--- src/design/pio_pin_irq_defines.vh ---
// constants for the parallel i/o port with pin interrupt logic
// assumes a 32-bit avalon-mm register window with word-aligned byte offsets
`ifndef PIO_PIN_IRQ_DEFINES_VH
`define PIO_PIN_IRQ_DEFINES_VH

// ************************************************************
// register byte offsets
// ************************************************************
`define OFS_DATA        6'h00
`define OFS_DIRECTION   6'h04
`define OFS_PULL_EN     6'h08
`define OFS_SLEW_EN     6'h0c
`define OFS_DRIVE_HIGH  6'h10
`define OFS_IRQ_SC      6'h14
`define OFS_IRQ_PIN_SEL 6'h18
`define OFS_EDGE_POL    6'h1c
`define OFS_POWER_SC    6'h20

// ************************************************************
// field positions in the irq status/control register
// ************************************************************
`define SC_MODE_BIT     0
`define SC_ENABLE_BIT   1
`define SC_ACK_BIT      2
`define SC_FLAG_BIT     3

// ************************************************************
// field positions in the power status/control register
// ************************************************************
`define PW_PARTIAL_BIT  0
`define PW_ACK_BIT      2
`define PW_FLAG_BIT     3

// ************************************************************
// reset values (per pin bit replicated by the module)
// ************************************************************
`define RST_DIRECTION   1'b0
`define RST_PULL_EN     1'b0
`define RST_SLEW_EN     1'b1
`define RST_DRIVE_HIGH  1'b0

`endif

--- src/design/pio_pin_irq.v ---
// one parallel i/o port: data, direction, pad controls, pin interrupt and stop retention
// assumes an avalon-mm master on I_CLK, pad pins asynchronous to I_CLK,
// and peripheral enables/data that come from logic on I_CLK
//
// Contract
// enabled peripheral takes pin, gpio disabled
// reset: inputs, slew on, low drive, pulls off
// direction enables output, selects data read source
// input buffer on unless analog or output-only
// digital function drives buffer; direction selects read
// analog disables both buffers; input reads zero
// analog wins over digital function
// pull enable active, off for outputs/analog
// slew bit limits transitions, none on inputs
// drive bit selects high output drive
// pin interrupts also wake from stop/wait
// per-pin select enables interrupt source
// port mode bit; per-pin polarity bit
// edges from consecutive bus-clock samples
// deasserted level seen before edge recognized
// edge/level sets flag; enable gates request
// ack write clears flag; level mode conditional
// level mode: asserted pin keeps flag set
// polarity picks pull-up or pull-down
// software init order for pin interrupts
// stop modes keep i/o state
// software checks recovery flag after stop
// ack write clears recovery flag
// pins registered; request is flag and enable
`timescale 1ns/100ps
`default_nettype none
`include "pio_pin_irq_defines.vh"

module pio_pin_irq #(
  parameter              WIDTH       = 8,
  parameter [WIDTH-1:0]  OUTPUT_ONLY = 8'h00
) (
  input  wire              I_CLK,
  input  wire              I_RST_N,
  input  wire [5:0]        I_AVS_ADDRESS,
  input  wire              I_AVS_READ,
  input  wire              I_AVS_WRITE,
  input  wire [31:0]       I_AVS_WRITEDATA,
  output wire [31:0]       O_AVS_READDATA,
  output wire              O_AVS_WAITREQUEST,
  input  wire [WIDTH-1:0]  I_PIN,
  output wire [WIDTH-1:0]  O_PIN_OUT,
  output wire [WIDTH-1:0]  O_PIN_OE,
  output wire [WIDTH-1:0]  O_IBUF_EN,
  output wire [WIDTH-1:0]  O_PULL_EN,
  output wire [WIDTH-1:0]  O_PULL_DOWN,
  output wire [WIDTH-1:0]  O_SLEW_EN,
  output wire [WIDTH-1:0]  O_DRIVE_HIGH,
  input  wire [WIDTH-1:0]  I_DIG_EN,
  input  wire [WIDTH-1:0]  I_DIG_OE,
  input  wire [WIDTH-1:0]  I_DIG_OUT,
  input  wire [WIDTH-1:0]  I_ANA_EN,
  output wire [WIDTH-1:0]  O_PERIPH_IN,
  input  wire              I_STOP,
  output wire              O_STOP_PARTIAL,
  output wire              O_IRQ,
  output wire              O_WAKE
);

  // ************************************************************
  // helpers
  // ************************************************************
  // polarity 1 means rising/high is the asserted level
  function [WIDTH-1:0] asserted_lvl;
    input [WIDTH-1:0] lvl;
    input [WIDTH-1:0] pol;
    begin
      asserted_lvl = ~(lvl ^ pol);
    end
  endfunction

  function [31:0] zext;
    input [WIDTH-1:0] v;
    begin
      zext = 32'h0000_0000;
      zext[WIDTH-1:0] = v;
    end
  endfunction

  // address compare helper, used by the irq and power ack write strobes
  function addr_is;
    input [5:0] a;
    input [5:0] ofs;
    begin
      addr_is = (a == ofs);
    end
  endfunction

  // ************************************************************
  // state
  // ************************************************************
  reg  [WIDTH-1:0] data_q;
  reg  [WIDTH-1:0] dir_q;
  reg  [WIDTH-1:0] pull_en_q;
  reg  [WIDTH-1:0] slew_q;
  reg  [WIDTH-1:0] drive_q;
  reg  [WIDTH-1:0] irq_sel_q;
  reg  [WIDTH-1:0] pol_q;
  reg              level_mode_q;
  reg              irq_en_q;
  reg              irq_flag_q;
  reg              partial_q;
  reg              recovered_q;
  reg              stop_q;
  reg  [WIDTH-1:0] meta_q;
  reg  [WIDTH-1:0] sync_q;
  reg  [WIDTH-1:0] deassert_prev_q;
  reg              ack_q;
  reg  [31:0]      rdata_q;
  reg  [WIDTH-1:0] pad_out_q;
  reg  [WIDTH-1:0] pad_oe_q;
  reg  [WIDTH-1:0] pad_ibuf_q;
  reg  [WIDTH-1:0] pad_pull_q;
  reg  [WIDTH-1:0] pad_pdn_q;
  reg  [WIDTH-1:0] pad_slew_q;
  reg  [WIDTH-1:0] pad_drive_q;
  reg              wake_q;

  // ************************************************************
  // pin synchroniser
  // ************************************************************
  always @(posedge I_CLK or negedge I_RST_N) begin
    if (!I_RST_N) begin
      meta_q <= {WIDTH{1'b0}};
      sync_q <= {WIDTH{1'b0}};
    end else begin
      meta_q <= I_PIN;
      sync_q <= meta_q;
    end
  end

  // ************************************************************
  // pad function mux
  // ************************************************************
  // analog beats digital, digital beats the port's own direction
  wire [WIDTH-1:0] ana_own  = I_ANA_EN;
  wire [WIDTH-1:0] dig_own  = I_DIG_EN & ~I_ANA_EN;
  wire [WIDTH-1:0] oe_d     = ~ana_own & ((dig_own & I_DIG_OE) | (~I_DIG_EN & dir_q));
  wire [WIDTH-1:0] out_d    = dig_own & I_DIG_OUT | ~I_DIG_EN & data_q;
  wire [WIDTH-1:0] ibuf_d   = ~ana_own & ~OUTPUT_ONLY;
  wire [WIDTH-1:0] pull_d   = pull_en_q & ~oe_d & ~ana_own;
  wire [WIDTH-1:0] pdn_d    = pull_d & irq_sel_q & pol_q;
  // gated by the pad's own enable so logic and pad change function together
  wire [WIDTH-1:0] pin_seen = sync_q & pad_ibuf_q;
  // read source follows direction even when a peripheral owns the pin
  wire [WIDTH-1:0] data_rd  = (dir_q & data_q) | (~dir_q & pin_seen);

  // stop freezes the pad controls so the pins keep their pre-stop state
  always @(posedge I_CLK or negedge I_RST_N) begin
    if (!I_RST_N) begin
      pad_out_q   <= {WIDTH{1'b0}};
      pad_oe_q    <= {WIDTH{`RST_DIRECTION}};
      pad_ibuf_q  <= ~OUTPUT_ONLY;
      pad_pull_q  <= {WIDTH{`RST_PULL_EN}};
      pad_pdn_q   <= {WIDTH{1'b0}};
      pad_slew_q  <= {WIDTH{`RST_SLEW_EN}};
      pad_drive_q <= {WIDTH{`RST_DRIVE_HIGH}};
    end else if (!I_STOP) begin
      pad_out_q   <= out_d;
      pad_oe_q    <= oe_d;
      pad_ibuf_q  <= ibuf_d;
      pad_pull_q  <= pull_d;
      pad_pdn_q   <= pdn_d;
      pad_slew_q  <= slew_q & oe_d;
      pad_drive_q <= drive_q & oe_d;
    end
  end

  // ************************************************************
  // pad outputs
  // ************************************************************
  assign O_PIN_OUT    = pad_out_q;
  assign O_PIN_OE     = pad_oe_q;
  assign O_IBUF_EN    = pad_ibuf_q;
  assign O_PULL_EN    = pad_pull_q;
  assign O_PULL_DOWN  = pad_pdn_q;
  assign O_SLEW_EN    = pad_slew_q;
  assign O_DRIVE_HIGH = pad_drive_q;
  assign O_PERIPH_IN  = pin_seen;

  // ************************************************************
  // pin interrupt detection
  // ************************************************************
  wire [WIDTH-1:0] asserted_now = asserted_lvl(pin_seen, pol_q) & irq_sel_q;
  wire [WIDTH-1:0] deasserted   = ~asserted_lvl(pin_seen, pol_q) & irq_sel_q;
  // an edge needs a deasserted sample from an enabled pin the cycle before
  wire [WIDTH-1:0] edge_hit     = asserted_now & deassert_prev_q;
  wire             any_asserted = |asserted_now;
  // the level term sets the flag again each cycle, which is what refuses an ack
  wire             irq_event    = (|edge_hit) | (level_mode_q & any_asserted);

  always @(posedge I_CLK or negedge I_RST_N) begin
    if (!I_RST_N) begin
      deassert_prev_q <= {WIDTH{1'b0}};
    end else begin
      deassert_prev_q <= deasserted;
    end
  end

  // ************************************************************
  // avalon-mm slave: one wait state per access
  // ************************************************************
  // a fixed wait state lets read data come from a flop at no cost in decode timing
  wire bus_req = I_AVS_READ | I_AVS_WRITE;
  wire wr_go   = I_AVS_WRITE & ack_q;
  wire [WIDTH-1:0] wdata = I_AVS_WRITEDATA[WIDTH-1:0];

  assign O_AVS_WAITREQUEST = bus_req & ~ack_q;
  assign O_AVS_READDATA    = rdata_q;

  wire irq_ack_wr = wr_go && addr_is(I_AVS_ADDRESS, `OFS_IRQ_SC) && I_AVS_WRITEDATA[`SC_ACK_BIT];
  wire pw_ack_wr  = wr_go && addr_is(I_AVS_ADDRESS, `OFS_POWER_SC) && I_AVS_WRITEDATA[`PW_ACK_BIT];
  // level mode refuses the clear while any enabled pin is asserted
  wire flag_clr   = irq_ack_wr & ~(level_mode_q & any_asserted);

  // ************************************************************
  // read data capture
  // ************************************************************
  reg [31:0] rd_mux;
  always @* begin
    rd_mux = 32'h0000_0000;
    case (I_AVS_ADDRESS)
      `OFS_DATA:        rd_mux = zext(data_rd);
      `OFS_DIRECTION:   rd_mux = zext(dir_q);
      `OFS_PULL_EN:     rd_mux = zext(pull_en_q);
      `OFS_SLEW_EN:     rd_mux = zext(slew_q);
      `OFS_DRIVE_HIGH:  rd_mux = zext(drive_q);
      `OFS_IRQ_SC: begin
        rd_mux[`SC_MODE_BIT]   = level_mode_q;
        rd_mux[`SC_ENABLE_BIT] = irq_en_q;
        rd_mux[`SC_FLAG_BIT]   = irq_flag_q;
      end
      `OFS_IRQ_PIN_SEL: rd_mux = zext(irq_sel_q);
      `OFS_EDGE_POL:    rd_mux = zext(pol_q);
      `OFS_POWER_SC: begin
        rd_mux[`PW_PARTIAL_BIT] = partial_q;
        rd_mux[`PW_FLAG_BIT]    = recovered_q;
      end
      default:          rd_mux = 32'h0000_0000;
    endcase
  end

  // read data is latched in the first cycle and holds until the next read
  always @(posedge I_CLK or negedge I_RST_N) begin
    if (!I_RST_N) begin
      ack_q   <= 1'b0;
      rdata_q <= 32'h0000_0000;
    end else begin
      ack_q <= bus_req & ~ack_q;
      if (I_AVS_READ && !ack_q) begin
        rdata_q <= rd_mux;
      end
    end
  end

  // ************************************************************
  // control registers
  // ************************************************************
  always @(posedge I_CLK or negedge I_RST_N) begin
    if (!I_RST_N) begin
      data_q       <= {WIDTH{1'b0}};
      dir_q        <= {WIDTH{`RST_DIRECTION}};
      pull_en_q    <= {WIDTH{`RST_PULL_EN}};
      slew_q       <= {WIDTH{`RST_SLEW_EN}};
      drive_q      <= {WIDTH{`RST_DRIVE_HIGH}};
      irq_sel_q    <= {WIDTH{1'b0}};
      pol_q        <= {WIDTH{1'b0}};
      level_mode_q <= 1'b0;
      irq_en_q     <= 1'b0;
      partial_q    <= 1'b0;
    end else if (wr_go) begin
      case (I_AVS_ADDRESS)
        `OFS_DATA:        data_q    <= wdata;
        `OFS_DIRECTION:   dir_q     <= wdata;
        `OFS_PULL_EN:     pull_en_q <= wdata;
        `OFS_SLEW_EN:     slew_q    <= wdata;
        `OFS_DRIVE_HIGH:  drive_q   <= wdata;
        `OFS_IRQ_SC: begin
          level_mode_q <= I_AVS_WRITEDATA[`SC_MODE_BIT];
          irq_en_q     <= I_AVS_WRITEDATA[`SC_ENABLE_BIT];
        end
        `OFS_IRQ_PIN_SEL: irq_sel_q <= wdata;
        `OFS_EDGE_POL:    pol_q     <= wdata;
        `OFS_POWER_SC:    partial_q <= I_AVS_WRITEDATA[`PW_PARTIAL_BIT];
        default: begin
        end
      endcase
    end
  end

  // ************************************************************
  // port interrupt flag: a set in the clearing cycle wins
  // ************************************************************
  always @(posedge I_CLK or negedge I_RST_N) begin
    if (!I_RST_N) begin
      irq_flag_q <= 1'b0;
    end else if (irq_event) begin
      irq_flag_q <= 1'b1;
    end else if (flag_clr) begin
      irq_flag_q <= 1'b0;
    end
  end

  // ************************************************************
  // partial power-down recovery flag
  // ************************************************************
  // recovery is the falling edge of stop; a set in the ack cycle wins
  always @(posedge I_CLK or negedge I_RST_N) begin
    if (!I_RST_N) begin
      stop_q      <= 1'b0;
      recovered_q <= 1'b0;
    end else begin
      stop_q <= I_STOP;
      if (stop_q && !I_STOP && partial_q) begin
        recovered_q <= 1'b1;
      end else if (pw_ack_wr) begin
        recovered_q <= 1'b0;
      end
    end
  end

  // ************************************************************
  // wake request
  // ************************************************************
  // one pulse per event cycle; the system side stretches it if it must
  always @(posedge I_CLK or negedge I_RST_N) begin
    if (!I_RST_N) begin
      wake_q <= 1'b0;
    end else begin
      wake_q <= I_STOP & irq_event & irq_en_q;
    end
  end

  assign O_IRQ          = irq_flag_q & irq_en_q;
  assign O_WAKE         = wake_q;
  assign O_STOP_PARTIAL = partial_q;

endmodule
`default_nettype wire

--- config.mk ---
export PLATFORM = sky130hd
export DESIGN_NAME = pio_pin_irq
export DESIGN_NICKNAME = d
export VERILOG_FILES = /design/src/design/pio_pin_irq.v
export VERILOG_INCLUDE_DIRS = /design/src /design/src/design
export SDC_FILE = /design/constraint.sdc
export NUM_CORES = 1
export LEC_CHECK = 0
export ABC_AREA = 1
export BUFFER_PORTS_ARGS = -buffer_cell sky130_fd_sc_hd__buf_2
export CAP_MARGIN = 20
export CORE_MARGIN = 2
export CORE_UTILIZATION = 46
export CTS_CLUSTER_SIZE = 16
export DETAILED_ROUTE_END_ITERATION = 12
export PLACE_DENSITY = 0.76
export SYNTH_ARGS = -nofsm -noshare
export SYNTH_HDL_FRONTEND = slang
export SYNTH_SLANG_ARGS = --single-unit
--- constraint.sdc ---
create_clock -name I_CLK -period 1.4 [get_ports I_CLK]
set_input_delay 0.07 -clock I_CLK [delete_from_list [all_inputs] [get_ports I_CLK]]
set_output_delay 0.07 -clock I_CLK [all_outputs]
set_load 0.02 [all_outputs]
-- After elaboration in Yosys (flattened, before gate mapping)
Index checks and enable logic that the tools add are counted.
- output and inout bits: 100
- register bits: 176
- multiplexer cells: 9
- bitwise operators: 39
- reductions and logical operators: 23
- eq/ne operators: 8
- operators by type and width (kind ; count):
    AND 8 bit ; 18
    NOT 8 bit ; 6
    one-hot mux 4 bit (7 select lines) ; 1
    equality test 6 x 5 -> 1 bit (second input constant) ; 4
    bitwise OR 8 bit ; 3
    one-hot mux 1 bit (9 select lines) ; 2
    AND reduction 2 bit ; 9
    OR reduction 8 bit ; 2
    equality test 6 x 4 -> 1 bit (second input constant) ; 2
    one-hot mux 1 bit (8 select lines) ; 1
    XOR 8 bit ; 1
    AND 1 bit ; 7
    logical AND 1 bit ; 7
    one-hot mux 1 bit (7 select lines) ; 1
    equality test 6 x 3 -> 1 bit (second input constant) ; 1
    equality test 6 bit (second input constant) ; 1
    logical NOT 6 bit ; 1
    two-way mux 1 bit ; 4
    nonzero test 2 bit ; 2
    logical NOT 1 bit ; 2
    NOT 1 bit ; 2
    bitwise OR 1 bit ; 2

-- Longest topological paths before layout
Gate-level depths: netlist of run 1.
- depth in word-level cells: 10
- gate-level depth with buffers: 10

-- Worst setup path before layout of run 1
OpenSTA, ideal clock, no wires.
- path type: register to register
- from: reg pad_ibuf_q[6] (netlist: O_IBUF_EN[6])
- to: reg irq_flag_q
- library setup time: 128 ps
- buffers on the path: 0
- arrival: 1176 ps
- stages on the path, launching flop included: 10
- data required time: 1272 ps
- setup slack: 95 ps
- cells stage by stage: dfstp_2 -> nand2_1 -> nand2_1 -> nand2_1 -> nand3_1 -> nand2_1 -> inv_1 -> nand2_1 -> nor2_1 -> nand3_1
- word-level cells in the longest chain between the ends: 9
- elaborated cells on any way between the ends: 13
- those cells by class: 1 x mux; 9 x bitwise; 3 x reduce/logical
- RTL lines (item ; RTL line ; source):
    start: declaration ; pio_pin_irq.v:117 ; reg [WIDTH-1:0] pad_ibuf_q;
    start signal: assignment ; pio_pin_irq.v:158 ; pad_ibuf_q <= ~OUTPUT_ONLY;
    start signal: assignment ; pio_pin_irq.v:166 ; pad_ibuf_q <= ibuf_d;
    AND 8 bit (*) ; pio_pin_irq.v:149 ; wire [WIDTH-1:0] pin_seen = sync_q & pad_ibuf_q;
    XOR 8 bit (*) ; pio_pin_irq.v:73 ; asserted_lvl = ~(lvl ^ pol);
    NOT 8 bit (*) ; pio_pin_irq.v:73 ;
    AND 8 bit (*) ; pio_pin_irq.v:189 ; wire [WIDTH-1:0] asserted_now = asserted_lvl(pin_seen, pol_q) & irq_sel_q;
    OR reduction 8 bit ; pio_pin_irq.v:193 ; wire any_asserted = |asserted_now;
    AND 1 bit ; pio_pin_irq.v:195, pio_pin_irq.v:219 ;
    NOT 1 bit ; pio_pin_irq.v:219 ; wire flag_clr = irq_ack_wr & ~(level_mode_q & any_asserted);
    AND 1 bit ; pio_pin_irq.v:219 ;
    nonzero test 2 bit (no source line) ; n/a ;
    end signal: assignment ; pio_pin_irq.v:301 ; irq_flag_q <= 1'b0;
    end signal: assignment ; pio_pin_irq.v:303 ; irq_flag_q <= 1'b1;
    end signal: assignment ; pio_pin_irq.v:305 ; irq_flag_q <= 1'b0;
    end: declaration ; pio_pin_irq.v:106 ; reg irq_flag_q;
Mark *: on every way between the ends. The rest lies on a longest branch, timed or not.
A chain may end at the register's enable or synchronous reset.

-- Worst setup path in the final report of run 1
- from: in I_ANA_EN[3]
- to: reg pad_out_q[3] (netlist: O_PIN_OUT[3])
- word-level cells in the longest chain between the ends: 4
- RTL lines (item ; RTL line ; source):
    start: declaration ; pio_pin_irq.v:57 ; input wire [WIDTH-1:0] I_ANA_EN,
    NOT 8 bit ; pio_pin_irq.v:142 ; wire [WIDTH-1:0] dig_own = I_DIG_EN & ~I_ANA_EN;
    AND 8 bit ; pio_pin_irq.v:142 ;
    AND 8 bit ; pio_pin_irq.v:144 ; wire [WIDTH-1:0] out_d = dig_own & I_DIG_OUT | ~I_DIG_EN & data_q;
    bitwise OR 8 bit ; pio_pin_irq.v:144 ;
    end signal: assignment ; pio_pin_irq.v:156 ; pad_out_q <= {WIDTH{1'b0}};
    end signal: assignment ; pio_pin_irq.v:164 ; pad_out_q <= out_d;
    end: declaration ; pio_pin_irq.v:115 ; reg [WIDTH-1:0] pad_out_q;
Every way passes these cells.

==> results.yml, run 1 <==
sta:
  fin_crit_sh_pct: 98.5
  setup_viol: 0
  finalHoldViolCount: 0
  finalMaxSlewViolations: 0
  fin_hold_ws_ns: 0.0120
  min_period_ns: 1.38
  rsz0062_at_grt: "true"
  setup_slack_ns: 0.0211
  fmax_mhz: 725
  fin_skew_ns: 0.00589
setup_path:
  worst_ep_arrival_time_ns: 1.74
  end_kind: "flip-flop"
  rrSetupSlack_ns: 0.04
  r2r-start: "O_IBUF_EN[3]"
  r2r-end: "irq_flag_q"
  worstSetupPathType: "input pin to flip-flop"
  cp_max_fo: 3
  rr_worst_depth: 9
  required_ns: 1.76
  start_kind: "input pin"
cts:
  cts_sinks: 152
  path_clk_slew_ns: 0.06
  clkLatencyLatePin_ns: 0.43
  htreeDepth: 4
  clk_path_buf_depth: 2
  cts_tree: "built"
  cts_root_buf: "clkbuf_16"
  cts_made_buffers: 17
power_and_ir_drop:
  p_per_area_nw_per_um2: 1210
  finalPower_uw: 11000
  ir_drop_mv: 0.879
  p_leak_uw: 0.00469
drt:
  routed_wl_um: 19000
  postRouteAntennaNets: 0
  via_count: 6131
  drt-vias-per-instance: 5.06
  drc: 0
  drtIter0Drc: 512
  routedWlPerCell_um: 15.7
  drt-pass1-iter-count: 6
floorplan:
  die_w_um: 126
  ios: 183
  start_util_pct: 47.1
  design.die.area_um2: 15900
  core_area_um2: 14600
  chipHeight_um: 126
  rows: 44
final_layout:
  final_cell_mix: "250 x nand2_1, 129 x buf_2, 128 x dfrtp_1, 71 x inv_1, 64 x o21ai_0"
  area_delta_synth_final_pct: 32.3
  final_common_cell: "nand2_1"
  final_net_count: 1096
  layout-drive-gt1-share_pct: 27.2
synthesis:
  ys_seq_area_share_pct: 55.8
  ys_seq_elements: 152
  syn_area_per_cell_um2: 8.57
  synth_cells: 802
  ys_types: 31
  ys_warn_count: 0
  netlist_area_um2: 6870
hold_path:
  min_from: "I_DIG_EN[7]"
  hold_depth: 4
  hp-class: "input pin to flip-flop"
  min_delay_worst_endpoint: "O_PIN_OUT[7]"
run:
  max_cap_viol_count: 0
place:
  portBuffers: 134
  place_ws_ns: 0.0432
  hpwl_um: 13100
  routabilityCongestion: 0.904
grt:
  antenna_found_initial: 2
  gr-usage-all-layers_pct: 24.2
  grt_pass1_vias: 5903
  grt_max_degree: 44
  grt_pass1_wl_um: 29900
  grt-ovfl-total: 0
status:
  status: "finished, final reports clean"
layer usage:
metal / wire (um) / global-route usage (%)
met5: 0 / 0
met2: 9030 / 37.7
met3: 1490 / 6.20
met1: 7990 / 32.1
met4: 514 / 10.7
cell families after synthesis:
kind of cell | Yosys count | share of synthesized area (%)
compound gates | 117 | 9.07
buf+inv | 118 | 8.54
flops | 152 | 55.8
mux | 3 | 0.437
other cells | 1 | 0.0546
simple gates | 411 | 26.1
Yosys cell counts (all sizes together):
cell type / count / area [um^2]
a22oi: 1 / 7.51
or2: 8 / 50.1
a21oi: 11 / 55.1
nor2: 65 / 329
conb: 1 / 3.75
buf: 37 / 282
nand4: 1 / 6.26
dfrtp: 128 / 3200
nand3b: 6 / 45.0
nand2: 279 / 1100
inv: 78 / 293
mux2i: 3 / 30.0
o31ai: 8 / 60.1
clkinv: 2 / 8.75
clkbuf: 1 / 3.75
dfstp: 24 / 631
nand3: 52 / 265
o21ai: 97 / 500
how the worst max path moves through the flow:
stage            startpoint              to  slack (ns)  cells past startpoint
2_1_floorplan  O_IBUF_EN[6]      irq_flag_q         0.1                      9
3_3_place_gp   O_IBUF_EN[2]      irq_flag_q        0.08                      9
3_5_place_dp   O_IBUF_EN[0]      irq_flag_q        0.04                      9
4_1_cts        O_IBUF_EN[6]  O_PERIPH_IN[6]       0.002                      4
5_1_grt        O_IBUF_EN[7]      irq_flag_q       -0.05                      9
6_report        I_ANA_EN[3]    O_PIN_OUT[3]        0.02                      6
metrics by stage:
step / cells / TNS (ns) / util [%] / area [um^2]
floorplan: 825 / 0 / - / 6960
global placement: 1123 / 0 / 53.5 / 7800
detailed placement: 1123 / 0 / 53.5 / 7800
CTS: 1207 / 0 / 61.4 / 8960
global route: 1212 / -0.0598 / 62.3 / 9090
finish: 1212 / 0 / 62.3 / 9090
layout make-up:
type,count,area (um^2)
Clock buffer,24,502
Tap cell,184,230
Antenna cell,2,5.00
Inverter,80,303
Clock inverter,8,118
Sequential cell,152,3830
Timing Repair Buffer,207,1480
Multi-Input combinational cell,555,2620
Fill cell,1178,5500
worst max-delay path, stage by stage:
cell	delay, ns
dlygate4sd3_1	0.53
buf_2	0.12
nor2_1	0.23
nand3_1	0.14
dlygate4sd3_1	0.58
nand3_1	0.07
power breakdown:
part	total (uW)	leakage, uW	switching (uW)	internal (uW)
clock	4770	0.000306	1740	3030
sequential	4900	0.00196	212	4690
combinational	1350	0.00242	846	502
total	11000	0.00469	2800	8220
timing repair:
item	CTS	global route
endpoints found under the setup margin	4	30
pin swaps	0	9
gates resized for setup	9	34
buffers inserted	3	3
hold buffers	49	0
hold endpoints to repair	169	0
Note: power is estimated with default switching activity, not from simulation.
==> run 2, diff against run 1 <==
Settings changed: ABC_AREA 1 to unset, CAP_MARGIN 20 to unset.
==> run 2 against run 1 <==
- the flow now finishes with violations (setup timing)
- global-route usage grew 3.1 points
- hold slack got worse by 0.0045 ns
- clock power grew 1%
- combinational power grew 43%
- first-iteration DRC count down 20%
- die area fell by 1.6%
- register-to-register slack worse by 0.30 ns
- power grew 6.4%
- critical endpoint is now irq_flag_q
- largest cell class unchanged
- highest routed layer unchanged
==> results.yml, run 2 <==
synthesis:
  synthArstFlopShare_pct: 100
  synth_edf_count: 0
  ys_warn_count: 0
  yosys-top-cells-count: "128 x dfrtp_1, 67 x nand2_1, 62 x mux2_2"
  syn_area_per_cell_um2: 11.6
  synth_area_leaders: "dfrtp_1 47%, mux2_2 10%, dfstp_2 9.3%"
  ys_seq_elements: 152
  ys_types: 58
  synth_top_area_share_pct: 47.4
  netlist_area_um2: 6760
  ys_seq_area_share_pct: 56.7
  ys.flop_type: "dfrtp_1"
  synth_cells: 584
  synth_largest_area_cell: "dfrtp_1"
  post-synth-top-count-cell: "dfrtp_1"
setup_path:
  worstSetupPathType: "flip-flop to flip-flop"
  crit_cells: 5
  worst_ep_arrival_time_ns: 1.96
  cp_max_fo: 2
  endpoint: "irq_flag_q"
  crit_family: "compound AO/OA/AOI/OAI gates"
  slowest_delay_ns: 0.56
  r2r-start: "O_IBUF_EN[5]"
  rrSetupSlack_ns: -0.26
  required_ns: 1.70
  crit_buf_inv: 0
  start_kind: "flip-flop"
  critPathLaunch: "O_IBUF_EN[5]"
  crit_chain: "nand2_4, mux2i_4, a21o_1, o41ai_4, nand3_1"
  crit_path_top_delay_cell: "dfstp_2"
  rr_worst_depth: 5
  end_kind: "flip-flop"
  r2r-end: "irq_flag_q"
cts:
  cts_made_buffers: 17
  clkLatencyLatePin_ns: 0.42
  cts_sinks: 152
  cts_root_buf: "clkbuf_16"
  path_clk_slew_ns: 0.06
  cts_tree: "built"
  htreeDepth: 4
  clk_path_buf_depth: 2
sta:
  setup_tns_ns: -1.32
  finalHoldViolCount: 0
  finalMaxSlewViolations: 0
  setup_slack_ns: -0.264
  fin_crit_sh_pct: 119
  rsz0062_at_grt: "true"
  fin_skew_ns: 0.00907
  fin_hold_ws_ns: 0.00755
  setup_viol: 25
  fmax_mhz: 601
  min_period_ns: 1.66
final_layout:
  final_net_count: 951
  area_delta_synth_final_pct: 48.4
  antenna_cells: 0
  layout-drive-gt1-share_pct: 48.6
  final_cell_mix: "127 x dfrtp_1, 124 x buf_2, 90 x buf_4, 57 x nand2_1, 43 x mux2_4"
  fin_area_um2: 10000
  final_common_cell: "dfrtp_1"
  ff_latch_area_um2: 3830
  fillerInstances: 1019
  multi_input_area_um2: 3190
drt:
  drc: 0
  postRouteAntennaNets: 0
  via_count: 5763
  routed_wl_um: 20900
  drt-vias-per-instance: 5.42
  routedWlPerCell_um: 19.7
  drt-pass1-iter-count: 5
  drtIter0Drc: 411
run:
  max_cap_viol_count: 0
grt:
  grt_pass1_wl_um: 33100
  grt-ovfl-total: 0
  antenna_found_initial: 0
  grt_max_degree: 62
  gr-usage-all-layers_pct: 27.3
  grt_pass1_vias: 6122
power_and_ir_drop:
  ir_drop_mv: 0.974
  p_seq_share_pct: 42.5
  netSwitchingPower_uw: 3010
  p_sw_share_pct: 25.6
  pwr-share-clk_pct: 41.1
  p_leak_uw: 0.00506
  power_frac_comb_pct: 16.4
  p_per_area_nw_per_um2: 1170
  internal_power_uw: 8720
place:
  hpwl_um: 15000
  portBuffers: 134
  dpl_cell_area_um2: 8520
  routabilityCongestion: 0.908
floorplan:
  die_w_um: 125
  chipHeight_um: 125
  start_util_pct: 46.9
  ios: 183
  rows: 44
  design.die.area_um2: 15700
  core_area_um2: 14400
status:
  status: "finished, violations left"
  violations: "setup timing"
hold_path:
  hp-class: "input pin to flip-flop"
  min_from: "I_DIG_OE[6]"
==> run 2: cell types whose count changed in the layout (fill, tap and decap cells not counted), sizes merged, moves of 17 or more <==
cell / change
nor2b: +19
nand2: -212
nor2: -38
buf: +100
dlygate4sd3: -20
mux2: +63
inv: -68
a22o: +22
o21ai: -64
nand3: -38
mux2i: +17
==> run 2: worst min-delay path, stage by stage <==
cell	delay [ns]
buf_2	0.08
mux2i_1	0.07
nand3_1	0.11
nand2_1	0.05
==> run 2: stage by stage <==
step | utilization, % | setup slack, ns | power [uW] | std cells
after floorplan | - | -0.175 | 5810 | 607
after detailed placement | 59.1 | -0.337 | 6610 | 992
final | 69.5 | -0.264 | 11700 | 1064
after global routing | 69.5 | -0.342 | 12100 | 1064
after CTS | 67.5 | -0.246 | 11600 | 1058
after global placement | 59.1 | -0.324 | 6570 | 992
==> run 2: final cells by class <==
cell class                 count  share of cell area, %
sequential                   152                   38.2
tap                          184                   2.30
clock buffer                  23                   4.67
clock inverter                 8                   1.45
multi-input combinational    398                   31.8
timing repair buffer         287                   21.1
inverter                      12                  0.474
==> run 2: worst min path at each step <==
stage	end	slack (ns)	depth (start not counted)
6_report	O_PULL_EN[6]	0.008	4
5_1_grt	O_PIN_OUT[6]	0.02	3
4_1_cts	O_PULL_EN[6]	0.005	4
3_5_place_dp	O_PIN_OE[7]	-0.1	1
3_3_place_gp	O_PIN_OE[7]	-0.10	1
2_1_floorplan	O_AVS_READDATA[0]	-0.23	0
==> run 2: repair_timing <==
action	in CTS	in global routing
buffers inserted	9	11
gates resized for setup	76	71
pin swaps	16	17
hold endpoints to repair	183	0
hold buffers	29	0
endpoints found under the setup margin	42	74
==> run 2: power by group through the flow <==
stage          clock network, uW  registers (uW)  logic [uW]
2_1_floorplan                  0            5070         746
3_3_place_gp                   0            5010        1560
3_5_place_dp                   0            5020        1590
4_1_cts                     4870            4960        1790
5_1_grt                     5050            5020        2070
6_report                    4820            4990        1930
==> run 2: kinds of logic (layout without fill, tap and decap cells) <==
family / after synthesis / in the layout / synth area share, %
simple gates: 170 / 170 / 12.8
flops: 152 / 152 / 56.7
compound gates: 116 / 116 / 11.8
mux: 83 / 83 / 13.5
buf+inv: 57 / 330 / 4.59
xor+xnor: 5 / 5 / 0.648
other cells: 1 / 24 / 0.0555
==> run 2: layer usage <==
| metal | vias up | GRT usage (%) | routed length, um |
|---|---|---|---|
| met5 | - | 0 | 0 |
| met4 | 0 | 9.54 | 533 |
| met3 | 41 | 7.66 | 1420 |
| met2 | 247 | 43.8 | 10100 |
| met1 | 2880 | 36.0 | 8910 |
| li1 | 2595 | - | - |
